`src/include/ipt_consts.vh`:
```
`ifndef IPT_CONSTS_VH
`define IPT_CONSTS_VH

// clock period and times, in picoseconds unless noted
`define IPT_CLK_PS 100000
`define IPT_CYC_PER_MS (1000000000 / `IPT_CLK_PS)
`define IPT_T_IVAL_LT_MIN_PS 10000
`define IPT_T_IVAL_GT_MIN_PS 25000
`define IPT_T_WIDTH_MIN_PS 2500
`define IPT_T_HOLD_MIN_PS 25000
`define IPT_T_REARM_PS 12500
`define IPT_T_MAX_MS 20000
`define IPT_EVT_MAX 1000000000
`define IPT_EVT_MIN 1
// least times round up to whole cycles
`define IPT_CYC_UP(t) (((t) + `IPT_CLK_PS - 1) / `IPT_CLK_PS)

// register byte offsets
`define IPT_OFS_CTRL 8'h00
`define IPT_OFS_PATTERN 8'h04
`define IPT_OFS_LIMIT 8'h08
`define IPT_OFS_HOLDOFF 8'h0C
`define IPT_OFS_STATUS 8'h10
`define IPT_OFS_TRIGCNT 8'h14

// control fields
`define IPT_CTRL_EN 0
`define IPT_CTRL_PATTERN 1
`define IPT_CTRL_WT_LO 2
`define IPT_CTRL_WT_HI 3
`define IPT_CTRL_GREATER 4
`define IPT_CTRL_EXITED 5
`define IPT_CTRL_SRC_LO 6
`define IPT_CTRL_SRC_HI 7
`define IPT_CTRL_FALLING 8
`define IPT_CTRL_HO_LO 9
`define IPT_CTRL_HO_HI 10
`define IPT_CTRL_RESET 32'h0000_0000
`define IPT_CTRL_MASK 32'h0000_07FF

// width types
`define IPT_WT_NONE 2'h0
`define IPT_WT_PWIDTH 2'h1
`define IPT_WT_IWIDTH 2'h2

// hold-off modes
`define IPT_HO_ZERO 2'h0
`define IPT_HO_TIME 2'h1
`define IPT_HO_EVENTS 2'h2

// per-source pattern settings, two bits per source
`define IPT_PAT_X 2'h0
`define IPT_PAT_L 2'h1
`define IPT_PAT_H 2'h2
`define IPT_PAT_RESET 32'h0000_0000
`define IPT_PAT_MASK 32'h0000_003F

`define IPT_LIMIT_RESET 32'h0000_0001
`define IPT_HOLD_RESET 32'h0000_0001

`define IPT_RESP_OKAY 2'h0
`define IPT_RESP_SLVERR 2'h2

`endif

```
`src/logic/ipt_span.v`:
```
`timescale 1ns/1ps
`default_nettype none

// measures cycles from start to stop and compares with a limit
module ipt_span (
  input wire clock, // sampling clock
  input wire reset, // synchronous, active high
  input wire start, // restart the measurement
  input wire stop, // evaluate the measurement
  input wire [31:0] limit, // limit in cycles
  input wire greater, // 1: pass when longer, 0: pass when shorter
  output wire hit // stop with a passing measurement
);

  reg [31:0] cnt_q;
  reg run_q;

  // a stop without a preceding start measures nothing
  assign hit = stop & run_q & (greater ? (cnt_q > limit) : (cnt_q < limit));

  always @(posedge clock) begin
    // RULE15 counter clears on reset
    if (reset) begin
      cnt_q <= 32'h0000_0000;
      run_q <= 1'b0;
    end else if (start) begin
      cnt_q <= 32'h0000_0001;
      run_q <= 1'b1;
    end else if (stop) begin
      run_q <= 1'b0;
    end else if (run_q && cnt_q != 32'hFFFF_FFFF) begin
      // saturate so a very long span still counts as long
      cnt_q <= cnt_q + 32'h0000_0001;
    end
  end

endmodule // ipt_span

`default_nettype wire

```
`src/logic/ipt_trigger.v`:
```
`timescale 1ns/1ps
`default_nettype none
`include "ipt_consts.vh"

// Function
// RULE1: single-source interval shorter than limit fires; limit 10 ns to 20 s.
// RULE2: single-source interval longer than limit fires; limit 25 ns to 20 s.
// RULE3: interval mode is single-source with width type interval, then less/greater.
// RULE4: pattern uses channels one, two and four only; channel three ignored.
// RULE5: each pattern source is high, low or don't care.
// RULE6: pattern is AND of per-source matches; don't care always matches.
// RULE7: entered option fires when pattern goes false to true.
// RULE8: exited option fires when pattern goes true to false.
// RULE9: pattern event may be held off by time or by event count.
// RULE10: pattern event may be qualified by pattern duration less or greater.
// RULE11: pattern event may be qualified by interval between events less or greater.
// RULE12: hold-off time 25 ns to 20 s, event count 1 to 10^9.
// RULE13: zero hold-off still imposes 12.5 ns re-arm time.
// RULE14: width limits range 2.5 ns to 20 s.
// RULE15: trigger is a one-clock pulse; counters clear on synchronous reset.
module ipt_trigger #(
  parameter [31:0] MAX_CYC = `IPT_T_MAX_MS * `IPT_CYC_PER_MS, // 20 s in cycles
  parameter [31:0] MAX_EVT = `IPT_EVT_MAX // largest event hold-off
) (
  input wire clock, // 10 MHz sampling clock
  input wire reset, // synchronous, active high
  input wire [3:0] chan_in, // trigger comparator outputs, channels 1..4
  output reg trig_out, // one-cycle qualified trigger
  input wire [7:0] s_axi_awaddr, // write address
  input wire s_axi_awvalid, // write address valid
  output wire s_axi_awready, // write address ready
  input wire [31:0] s_axi_wdata, // write data
  input wire [3:0] s_axi_wstrb, // write byte strobes
  input wire s_axi_wvalid, // write data valid
  output wire s_axi_wready, // write data ready
  output reg [1:0] s_axi_bresp, // write response
  output reg s_axi_bvalid, // write response valid
  input wire s_axi_bready, // write response ready
  input wire [7:0] s_axi_araddr, // read address
  input wire s_axi_arvalid, // read address valid
  output wire s_axi_arready, // read address ready
  output reg [31:0] s_axi_rdata, // read data
  output reg [1:0] s_axi_rresp, // read response
  output reg s_axi_rvalid, // read data valid
  input wire s_axi_rready // read data ready
);

  function [31:0] clamp;
    input [31:0] v;
    input [31:0] lo;
    input [31:0] hi;
    begin
      clamp = (v < lo) ? lo : ((v > hi) ? hi : v);
    end
  endfunction

  function [31:0] merge;
    input [31:0] old;
    input [31:0] wd;
    input [3:0] strb;
    input [31:0] mask;
    integer i;
    begin
      merge = old;
      for (i = 0; i < 4; i = i + 1) begin
        if (strb[i]) begin
          merge[i*8 +: 8] = wd[i*8 +: 8];
        end
      end
      merge = merge & mask;
    end
  endfunction

  function one_match;
    input [1:0] set;
    input lvl;
    begin
      one_match = (set == `IPT_PAT_H) ? lvl : ((set == `IPT_PAT_L) ? ~lvl : 1'b1);
    end
  endfunction

  localparam [31:0] IVAL_LT_MIN = `IPT_CYC_UP(`IPT_T_IVAL_LT_MIN_PS);
  localparam [31:0] IVAL_GT_MIN = `IPT_CYC_UP(`IPT_T_IVAL_GT_MIN_PS);
  localparam [31:0] WIDTH_MIN = `IPT_CYC_UP(`IPT_T_WIDTH_MIN_PS);
  localparam [31:0] HOLD_MIN = `IPT_CYC_UP(`IPT_T_HOLD_MIN_PS);
  localparam [31:0] REARM_CYC = `IPT_CYC_UP(`IPT_T_REARM_PS);
  localparam [31:0] EVT_MIN = `IPT_EVT_MIN;

  reg [31:0] ctrl_q;
  reg [31:0] pat_q;
  reg [31:0] limit_q;
  reg [31:0] hold_q;
  reg [31:0] trig_cnt_q;

  ////////////////////////////////////////////////////////////////////////////
  // input synchronisers

  reg [3:0] sync1_q;
  reg [3:0] sync2_q;
  reg [3:0] prev_q;

  always @(posedge clock) begin
    if (reset) begin
      sync1_q <= 4'h0;
      sync2_q <= 4'h0;
      prev_q <= 4'h0;
    end else begin
      sync1_q <= chan_in;
      sync2_q <= sync1_q;
      prev_q <= sync2_q;
    end
  end

  wire en = ctrl_q[`IPT_CTRL_EN];
  wire pat_mode = ctrl_q[`IPT_CTRL_PATTERN];
  wire [1:0] wtype = ctrl_q[`IPT_CTRL_WT_HI:`IPT_CTRL_WT_LO];
  wire greater = ctrl_q[`IPT_CTRL_GREATER];
  wire exited_opt = ctrl_q[`IPT_CTRL_EXITED];
  wire [1:0] src = ctrl_q[`IPT_CTRL_SRC_HI:`IPT_CTRL_SRC_LO];
  wire falling = ctrl_q[`IPT_CTRL_FALLING];
  wire [1:0] ho_mode = ctrl_q[`IPT_CTRL_HO_HI:`IPT_CTRL_HO_LO];

  ////////////////////////////////////////////////////////////////////////////
  // single-source edges and pattern events

  wire ss_cur = sync2_q[src];
  wire ss_old = prev_q[src];
  // same-polarity edges only, so the interval spans one full period
  wire ss_edge = en & ~pat_mode & (falling ? (ss_old & ~ss_cur) : (~ss_old & ss_cur));

  // RULE4 sources one, two, four
  // RULE5 per-source setting
  // RULE6 AND of matches
  wire match_now = one_match(pat_q[1:0], sync2_q[0]) & one_match(pat_q[3:2], sync2_q[1]) &
    one_match(pat_q[5:4], sync2_q[3]);
  wire match_old = one_match(pat_q[1:0], prev_q[0]) & one_match(pat_q[3:2], prev_q[1]) &
    one_match(pat_q[5:4], prev_q[3]);
  // RULE7 pattern entered
  wire pat_enter = en & pat_mode & match_now & ~match_old;
  // RULE8 pattern exited
  wire pat_exit = en & pat_mode & ~match_now & match_old;
  wire pat_ev = exited_opt ? pat_exit : pat_enter;

  ////////////////////////////////////////////////////////////////////////////
  // width and interval measurement

  wire [31:0] ival_lo = (pat_mode | ~greater) ? (pat_mode ? WIDTH_MIN : IVAL_LT_MIN) : IVAL_GT_MIN;
  // RULE1 less-than limit range
  // RULE2 greater-than limit range
  // RULE14 width limit range
  wire [31:0] ival_lim = clamp(limit_q, ival_lo, MAX_CYC);
  wire [31:0] pw_lim = clamp(limit_q, WIDTH_MIN, MAX_CYC);
  wire ival_ev = pat_mode ? pat_ev : ss_edge;
  wire ival_hit;
  wire pw_hit;
  reg last_pass_q;

  ipt_span u_ival (
    .clock(clock),
    .reset(reset | ~en), // disabling forgets the last edge, so no stale span
    .start(ival_ev),
    .stop(ival_ev),
    .limit(ival_lim),
    .greater(greater),
    .hit(ival_hit)
  );

  ipt_span u_pwid (
    .clock(clock),
    .reset(reset | ~en), // disabling forgets a half-measured pattern
    .start(pat_enter),
    .stop(pat_exit),
    .limit(pw_lim),
    .greater(greater),
    .hit(pw_hit)
  );

  // an entering pattern cannot know its own length yet, so it uses the last one
  always @(posedge clock) begin
    if (reset || !en) begin
      last_pass_q <= 1'b0;
    end else if (pat_exit) begin
      last_pass_q <= pw_hit;
    end
  end

  reg qual_ev;
  always @* begin
    qual_ev = 1'b0;
    if (!pat_mode) begin
      // RULE3 interval selection
      qual_ev = (wtype == `IPT_WT_IWIDTH) ? ival_hit : ss_edge;
    end else begin
      case (wtype)
        // RULE10 pattern duration
        `IPT_WT_PWIDTH: qual_ev = exited_opt ? pw_hit : (pat_enter & last_pass_q);
        // RULE11 pattern interval
        `IPT_WT_IWIDTH: qual_ev = ival_hit;
        default: qual_ev = pat_ev;
      endcase
    end
  end

  ////////////////////////////////////////////////////////////////////////////
  // hold-off and trigger output

  reg armed_q;
  reg [31:0] ho_cnt_q;
  reg [31:0] ho_target;
  wire fire = qual_ev & armed_q;
  wire [31:0] ho_next = ho_cnt_q + 32'h0000_0001;

  always @* begin
    case (ho_mode)
      // RULE12 time hold-off range
      `IPT_HO_TIME: ho_target = clamp(hold_q, HOLD_MIN, MAX_CYC);
      // RULE12 event hold-off range
      `IPT_HO_EVENTS: ho_target = clamp(hold_q, EVT_MIN, MAX_EVT);
      // RULE13 minimum re-arm
      default: ho_target = REARM_CYC;
    endcase
  end

  always @(posedge clock) begin
    // RULE15 clear hold-off counters
    if (reset || !en) begin
      armed_q <= 1'b1;
      ho_cnt_q <= 32'h0000_0000;
    end else if (fire) begin
      armed_q <= 1'b0;
      ho_cnt_q <= 32'h0000_0000;
    end else if (!armed_q) begin
      // RULE9 hold-off by time or events
      if (ho_mode != `IPT_HO_EVENTS || qual_ev) begin
        ho_cnt_q <= ho_next;
        if (ho_next >= ho_target) begin
          armed_q <= 1'b1;
        end
      end
    end
  end

  always @(posedge clock) begin
    // RULE15 single-clock trigger pulse
    if (reset) begin
      trig_out <= 1'b0;
      trig_cnt_q <= 32'h0000_0000;
    end else begin
      trig_out <= fire;
      if (fire) begin
        trig_cnt_q <= trig_cnt_q + 32'h0000_0001;
      end
    end
  end

  ////////////////////////////////////////////////////////////////////////////
  // register bus slave

  reg aw_full_q;
  reg [7:0] aw_addr_q;
  reg w_full_q;
  reg [31:0] w_data_q;
  reg [3:0] w_strb_q;

  assign s_axi_awready = ~aw_full_q & ~s_axi_bvalid;
  assign s_axi_wready = ~w_full_q & ~s_axi_bvalid;
  assign s_axi_arready = ~s_axi_rvalid;

  wire do_write = aw_full_q & w_full_q & ~s_axi_bvalid;
  wire wr_known = (aw_addr_q == `IPT_OFS_CTRL) || (aw_addr_q == `IPT_OFS_PATTERN) ||
    (aw_addr_q == `IPT_OFS_LIMIT) || (aw_addr_q == `IPT_OFS_HOLDOFF);

  always @(posedge clock) begin
    if (reset) begin
      aw_full_q <= 1'b0;
      aw_addr_q <= 8'h00;
      w_full_q <= 1'b0;
      w_data_q <= 32'h0000_0000;
      w_strb_q <= 4'h0;
      s_axi_bvalid <= 1'b0;
      s_axi_bresp <= `IPT_RESP_OKAY;
      ctrl_q <= `IPT_CTRL_RESET;
      pat_q <= `IPT_PAT_RESET;
      limit_q <= `IPT_LIMIT_RESET;
      hold_q <= `IPT_HOLD_RESET;
    end else begin
      if (s_axi_awvalid && s_axi_awready) begin
        aw_full_q <= 1'b1;
        aw_addr_q <= {s_axi_awaddr[7:2], 2'b00};
      end
      if (s_axi_wvalid && s_axi_wready) begin
        w_full_q <= 1'b1;
        w_data_q <= s_axi_wdata;
        w_strb_q <= s_axi_wstrb;
      end
      if (do_write) begin
        aw_full_q <= 1'b0;
        w_full_q <= 1'b0;
        s_axi_bvalid <= 1'b1;
        s_axi_bresp <= wr_known ? `IPT_RESP_OKAY : `IPT_RESP_SLVERR;
        case (aw_addr_q)
          `IPT_OFS_CTRL: ctrl_q <= merge(ctrl_q, w_data_q, w_strb_q, `IPT_CTRL_MASK);
          `IPT_OFS_PATTERN: pat_q <= merge(pat_q, w_data_q, w_strb_q, `IPT_PAT_MASK);
          `IPT_OFS_LIMIT: limit_q <= merge(limit_q, w_data_q, w_strb_q, 32'hFFFF_FFFF);
          `IPT_OFS_HOLDOFF: hold_q <= merge(hold_q, w_data_q, w_strb_q, 32'hFFFF_FFFF);
          default: ctrl_q <= ctrl_q;
        endcase
      end else if (s_axi_bvalid && s_axi_bready) begin
        s_axi_bvalid <= 1'b0;
      end
    end
  end

  always @(posedge clock) begin
    if (reset) begin
      s_axi_rvalid <= 1'b0;
      s_axi_rdata <= 32'h0000_0000;
      s_axi_rresp <= `IPT_RESP_OKAY;
    end else if (s_axi_arvalid && s_axi_arready) begin
      s_axi_rvalid <= 1'b1;
      s_axi_rresp <= `IPT_RESP_OKAY;
      case ({s_axi_araddr[7:2], 2'b00})
        `IPT_OFS_CTRL: s_axi_rdata <= ctrl_q;
        `IPT_OFS_PATTERN: s_axi_rdata <= pat_q;
        `IPT_OFS_LIMIT: s_axi_rdata <= limit_q;
        `IPT_OFS_HOLDOFF: s_axi_rdata <= hold_q;
        `IPT_OFS_STATUS: s_axi_rdata <= {26'h0, sync2_q, armed_q, match_now};
        `IPT_OFS_TRIGCNT: s_axi_rdata <= trig_cnt_q;
        default: begin
          s_axi_rdata <= 32'h0000_0000;
          s_axi_rresp <= `IPT_RESP_SLVERR;
        end
      endcase
    end else if (s_axi_rvalid && s_axi_rready) begin
      s_axi_rvalid <= 1'b0;
    end
  end

endmodule // ipt_trigger

`default_nettype wire

```
`config.mk`:
```
export PLATFORM = sky130hd
export DESIGN_NAME = ipt_trigger
export DESIGN_NICKNAME = d
export VERILOG_FILES = /design/src/logic/ipt_span.v /design/src/logic/ipt_trigger.v
export VERILOG_INCLUDE_DIRS = /design/src /design/src/include
export SDC_FILE = /design/constraint.sdc
export NUM_CORES = 1
export LEC_CHECK = 0
export BUFFER_PORTS_ARGS = -buffer_cell sky130_fd_sc_hd__buf_2
export CORE_MARGIN = 4
export CORE_UTILIZATION = 38
export DETAILED_ROUTE_END_ITERATION = 16
export GPL_TIMING_DRIVEN = 0
export SETUP_SLACK_MARGIN = 0.5
export SYNTH_ARGS = -nofsm -noshare
export SYNTH_HDL_FRONTEND = slang
export SYNTH_HIERARCHICAL = 1
export SYNTH_SLANG_ARGS = --single-unit
export TNS_END_PERCENT = 1
```
`constraint.sdc`:
```
create_clock -name clock -period 7.4 [get_ports clock]
set_input_delay 1.48 -clock clock [delete_from_list [all_inputs] [get_ports clock]]
set_output_delay 1.48 -clock clock [all_outputs]
set_load 0.02 [all_outputs]
```
-- Word-level counts from Yosys, hierarchy flattened
Index checks and enable logic that the tools add are counted.
W data, S select, Z words.
- add/sub/neg operators: 4
- multipliers: 0
- div/mod/pow operators: 0
- $lt $le $gt $ge: 11
- equal/unequal tests: 22
- shift-type cells: 0
- mux-type cells: 50
- bitwise gates (word level): 42
- reductions and logical operators: 39
- operators with widths (cell ; count):
    $mux W32 ; 6
    $pmux W32 S6 ; 1
    $add A32 B1 Y32 const B ; 4
    $gt A32 B28 Y1 const B ; 2
    $gt A32 B32 Y1 ; 2
    $lt A32 B1 Y1 const B ; 2
    $lt A32 B32 Y1 ; 2
    $ne A32 B32 Y1 const B ; 2
    $pmux W32 S2 ; 1
    $mux W1 ; 37
    $reduce_and A3 Y1 ; 11
    $ge A32 B32 Y1 ; 1
    $gt A32 B30 Y1 const B ; 1
    $eq A6 B2 Y1 const B ; 4
    $and A1 B1 Y1 ; 23
    $not A1 Y1 ; 18
    $eq A6 B1 Y1 const B ; 2
    $eq A6 B3 Y1 const B ; 2
    $eq A2 B1 Y1 const B ; 5
    $eq A2 B2 Y1 const B ; 5
    $reduce_bool A2 Y1 ; 5
    $logic_not A8 Y1 ; 1
    $reduce_or A2 Y1 ; 4
    $logic_and A1 B1 Y1 ; 7
    other kinds (11) ; 20
- flip-flop bits (word level): 308
- bits in latches: 0
- memory bits (writable): 0
- bits in read-only memories: 0
- bits of input ports: 63
- output and inout bits: 42
- word-level logic and storage cells: 203
- memories: 0

-- Depth between registers and ports, before layout
- word-level depth: 18
- mapped depth: 25
- gate-level depth less buffers: 22

-- By module
Netlist, hierarchy kept.
- by module, submodules not included (module ; times used ; cells each ; area an instance (µm²) ; seq. area each (µm²)):
    ipt_trigger ; 1 ; 1568 ; 12549.5 ; 4804.6
    ipt_span ; 2 ; 293 ; 2344.7 ; 660.6

-- Worst setup path after synthesis
Ideal clock, no wire load.
- path kind: reg-to-reg
- start: register limit_q[10]
- end: register trig_cnt_q[11]
- library setup time: 70 ps
- data arrival time: 4876 ps
- required time: 7330 ps
- slack: 2454 ps
- stages on the path, launching flop included: 23
- path buffers: 1
- period minus slack after synthesis: 4946 ps
- cells stage by stage: dfxtp_1 > or4_1 > o21ai_0 > nand2_1 > a22o_1 > a21oi_1 > clkbuf_1 > and2_1 > inv_1 > ha_1 > a21oi_1 > o21ai_0 > a221o_1 > o31ai_1 > o211ai_1 > mux2i_1 > nand3_1 > nand3b_1 > a21oi_1 > a311oi_4 > nor2_2 > or4_1 > a21oi_1
- cells in the longest elaborated chain, start to end: 10
- elaborated cells on any way between the ends: 17
- those cells by class: order compare: 6; mux: 8; bitwise: 3
- ends and longest elaborated chain (what ; line ; text):
    start, declared ; ipt_trigger.v:91 ; reg [31:0] limit_q;
    start signal, assigned ; ipt_trigger.v:284 ; limit_q <= `IPT_LIMIT_RESET;
    start signal, assigned ; ipt_trigger.v:304 ; `IPT_OFS_LIMIT: limit_q <= merge(limit_q, w_data_q, w_strb_q, 32'hFFFF_FFFF);
    $gt A32 B28 Y1 ; ipt_trigger.v:53 ; clamp = (v < lo) ? lo : ((v > hi) ? hi : v);
    $mux W32 ; ipt_trigger.v:53 ;
    $mux W32 (*) ; ipt_trigger.v:53 ;
    net ival_lim[5] ; ipt_trigger.v:151 ; wire [31:0] ival_lim = clamp(limit_q, ival_lo, MAX_CYC);
    $lt A32 B32 Y1 or $gt A32 B32 Y1 (tied branches) ; ipt_span.v:19 ; assign hit = stop & run_q & (greater ? (cnt_q > limit) : (cnt_q < limit));
    $mux W1 (*) ; ipt_span.v:19 ;
    $and A1 B1 Y1 (*) ; ipt_span.v:19 ;
    net pw_hit ; ipt_trigger.v:155 ; wire pw_hit;
    $mux W1 (*) ; ipt_trigger.v:196 ; `IPT_WT_PWIDTH: qual_ev = exited_opt ? pw_hit : (pat_enter & last_pass_q);
    $pmux W1 S2 (*) ; ipt_trigger.v:194 ; case (wtype)
    $mux W1 (*) ; ipt_trigger.v:190 ; if (!pat_mode) begin
    $and A1 B1 Y1 (*) ; ipt_trigger.v:210 ; wire fire = qual_ev & armed_q;
    end signal, assigned ; ipt_trigger.v:251 ; trig_cnt_q <= trig_cnt_q + 32'h0000_0001;
    end, declared ; ipt_trigger.v:93 ; reg [31:0] trig_cnt_q;
The timed path passes the listed nets; every way through them passes the cells marked *.
A chain may end at the register's enable or synchronous reset.

-- Worst setup path in the final report
- start: register limit_q[10]
- end: register trig_cnt_q[18]
- elaborated cells on any way between the ends: 17
- those cells by class: order compare: 6; mux: 8; bitwise: 3
- RTL lines (what ; line ; text):
    $gt A32 B28 Y1 ; ipt_trigger.v:53 ;
    $mux W32 ; ipt_trigger.v:53 ;
    $mux W32 (*) ; ipt_trigger.v:53 ;
    net ival_lim[11] ; ipt_trigger.v:151 ;
    $lt A32 B32 Y1 or $gt A32 B32 Y1 (tied branches) ; ipt_span.v:19 ;
    $mux W1 (*) ; ipt_span.v:19 ;
    $and A1 B1 Y1 (*) ; ipt_span.v:19 ;
    net ival_hit ; ipt_trigger.v:154 ; wire ival_hit;
    $pmux W1 S2 or $mux W1 (tied branches) ; ipt_trigger.v:194, ipt_trigger.v:192 ;
    $mux W1 (*) ; ipt_trigger.v:190 ;
    $and A1 B1 Y1 (*) ; ipt_trigger.v:210 ;
Marked as above.

==> results_dict.tcl <==
set metrics [dict create \
    cp-start-kind "flip-flop" \
    path_class "reg -> reg" \
    drt-total-wl_um 59000 \
    reg2reg_from "limit_q[10]" \
    synth_xor_area_share_pct 4.88 \
    cp.arrival_ns 6.90 \
    drive_gt1_share_pct 8.90 \
    synthAdderAreaFrac_pct 7.55 \
    path_clk_slew_ns 0.06 \
    min_from "sync1_q[3]" \
    critPathMaxStageDelay_ns 0.78 \
    drv_cap 0 \
    worst_r2r_path_depth 21 \
    io_buffers 96 \
    synth_top_family_by_area "simple AND/OR/NAND/NOR gates" \
    hold_buffers 0 \
    worstReg2RegEnd "trig_cnt_q[18]" \
    cp-startpoint "limit_q[10]" \
    holdPathStages 1 \
    synth-seq-cells 306 \
    grt_remaining_overflow 0 \
    grt_util_all_layers_pct 23.1 \
    max_freq_mhz 154 \
    num_antenna_cells 0 \
    irDropWorstVdd_uv 121 \
    antenna_found_initial 0 \
    gp_congestion 0.965 \
    synthTopCellsByArea "dfxtp_1 (36%), ha_1 (7.5%), nand2_1 (5.9%)" \
    finish.utilization_pct 44.4 \
    hold_viol_final 0 \
    cts_buffers 37 \
    die_y_um 221 \
    grt_busiest_layer "met2" \
    worst_slew_margin_rel_pct 6.78 \
    final_area_um2 19800 \
    start_util_pct 38.7 \
    p_sw_mw 0.896 \
    crit_chain "or4_1, nor3_1, nand4_1, a21oi_2, clkbuf_1, and2_1, inv_1, ha_1, nand4_1, nor4_1, a21boi_0, o31ai_1, o211ai_1, mux2i_1, nand2_1, a31oi_1, o21ai_4, buf_6, clkbuf_1, o21ai_0, a21oi_1" \
    area_growth_pct 14.7 \
    syn_area_um2 17200 \
    seq_power_share_pct 45.3 \
    clkLatencyLatePin_ns 0.58 \
    synth_edf_count 0 \
    comb_power_share_pct 4.2 \
    cts_buffer_depth 3 \
    syn_inst 2154 \
    hpwl_um 45400 \
    placedCellCount 2852 \
    fp.dieW_um 221 \
    p_sw_share_pct 23.9 \
    holdPathEnd "sync2_q[3]" \
    cts.sinks 306 \
    clkPwrFrac_pct 50.5 \
    skew_ns 0.0297 \
    cts-root-buf "clkbuf_16" \
    tritoncts "done" \
    path_buf_inv 4 \
    crit_family "compound AO/OA/AOI/OAI gates" \
    vias 16700 \
    num_rows 77 \
    grt_pass1_vias 16000 \
    synth-async-reset-ratio_pct 0 \
    io_pins 105 \
    htree_levels 2 \
    end_kind "flip-flop" \
    synth_mux_area_share_pct 2.68 \
    rrSetupSlack_ns 0.92 \
    power_density_nw_per_um2 189 \
    synth_top_area_share_pct 35.5 \
    timing.final.crit_period_ns 6.48 \
    ys_seq_area_share_pct 35.5 \
    grtUsageMet3_pct 4.12 \
    grt_pass1_wl_um 90900 \
    vias_per_cell 5.72 \
    yosys.area_share.simple_pct 26.1 \
    fin_crit_sh_pct 87.5 \
    yosys_warnings 6 \
    synth_compound_area_share_pct 18.4 \
    crit_fanout 10 \
    finalSetupTns_ns 0 \
    synth_cell_types 75 \
    ys.flop_type "dfxtp_1" \
    met2_usage_pct 37.3 \
    final-setup-viol-count 0 \
    worst_path_max_delay_cell "a31oi_1" \
    nets 2467 \
    core_area_um2 44500 \
    final_cells 2918 \
    drt-pass1-iter-count 6 \
    synth.most_common_cell "dfxtp_1" \
    outcome "completed" \
    tightestPinTransition_ns 1.40 \
    intPower_mw 2.85 \
    drcViolationCount 0 \
    p_leak_nw 7.16 \
    min_path_type "reg -> reg" \
    rsz0062_at_grt "yes" \
    grt_max_degree 13 \
    postRouteAntennaNets 0 \
    required_ns 7.82 \
    ys_top_cells_by_count "dfxtp_1 (306), nand2_1 (271), nor2_1 (200)" \
    dpl-instance-area_um2 18500 \
    final_max_slew_viol_count 0 \
    wire_per_inst_um 20.2 \
    avgSynthCellArea_um2 8.00 \
    drtIter0Drc 1685 \
    use_met1_pct 31.1 \
    die_area_um2 48800 \
    synth_area_leader_cell "dfxtp_1" \
]
routing by layer:
layer	routed length, um	vias to the layer above
met5	0	-
met4	2400	0
met3	4090	122
met2	26500	600
met1	25900	7970
li1	-	8008
cell families after synthesis:
| logic type | count (synthesis) |
|---|---|
| AND/OR/NAND/NOR | 913 |
| AO/OA/AOI/OAI | 476 |
| flip-flops | 306 |
| buffers and inverters | 213 |
| adder cells (fa/ha/maj) | 104 |
| XOR/XNOR | 96 |
| multiplexers | 44 |
| other | 2 |
worst max path at each step:
stage | to | slack, ns | depth (start not counted)
after floorplan | trig_cnt_q[11] | 2.45 | 22
final | trig_cnt_q[18] | 0.92 | 21
after global placement | trig_cnt_q[22] | 0.78 | 23
after global routing | trig_cnt_q[26] | 0.43 | 22
after CTS | trig_cnt_q[22] | 0.64 | 23
after detailed placement | trig_cnt_q[22] | 0.70 | 23
placed cells by master, fill, tap and decap left out, types with 8 or more instances in the layout:
master,netlist,final
a211o_1,10,10
a21o_1,20,20
dfxtp_1,306,306
and4_1,16,16
a211oi_1,19,18
o21ai_0,45,45
clkbuf_8,0,10
a21oi_1,189,188
nor2_1,200,200
ha_1,104,104
nor2b_1,26,26
a22oi_1,49,49
xnor2_1,59,59
o2111ai_1,8,8
mux2i_1,36,36
xor2_1,37,37
or3_1,24,24
clkbuf_1,99,105
or4_1,23,23
nand2_1,271,271
o211ai_1,30,30
nand3b_1,12,12
nand2b_1,17,17
and3_1,18,18
and2_1,24,24
inv_1,97,97
nor4_1,17,17
nand3_1,142,142
clkbuf_16,0,37
a22o_1,43,43
o31ai_1,12,12
a221oi_1,9,9
conb_1,2,12
buf_2,5,101
nand4_1,45,45
nor3_1,33,33
area by class of cell:
type | instances | area, um2
inverter | 97 | 364
sequential | 306 | 6130
multi-input combinational | 1645 | 10300
clock inverter | 11 | 153
timing repair buffer | 97 | 488
buffer | 116 | 473
clock buffer | 54 | 1090
fill | 4492 | 24700
tap | 592 | 741
state kept, by name, summed over array words and instances, names as in the netlist, 4 cells and up:
signal,flops
aw_addr_q,6
ctrl_q,11
ho_cnt_q,32
hold_q,32
limit_q,32
pat_q,6
prev_q,4
s_axi_rdata,32
sync1_q,4
sync2_q,4
trig_cnt_q,32
u_ival/cnt_q,32
u_pwid/cnt_q,32
w_data_q,32
w_strb_q,4
through the flow:
step	hold slack, ns	power (mW)	worst slack, ns
floorplan	0.414	1.81	2.45
global placement	0.432	1.88	0.779
detailed placement	0.441	1.89	0.704
CTS	0.458	3.78	0.638
global route	0.474	3.87	0.431
finish	0.453	3.74	0.924
what timing repair did:
action,CTS,global route
setup buffers,0,1
gates resized for setup,0,3
setup endpoints to repair,0,50
power groups by stage:
stage | combinational, mW | clock, mW | sequential (mW)
finish | 0.159 | 1.89 | 1.70
global route | 0.174 | 2.00 | 1.70
CTS | 0.158 | 1.93 | 1.69
detailed placement | 0.157 | 0 | 1.73
global placement | 0.155 | 0 | 1.73
floorplan | 0.0901 | 0 | 1.72
No activity file was read; power rests on OpenSTA's default activity.
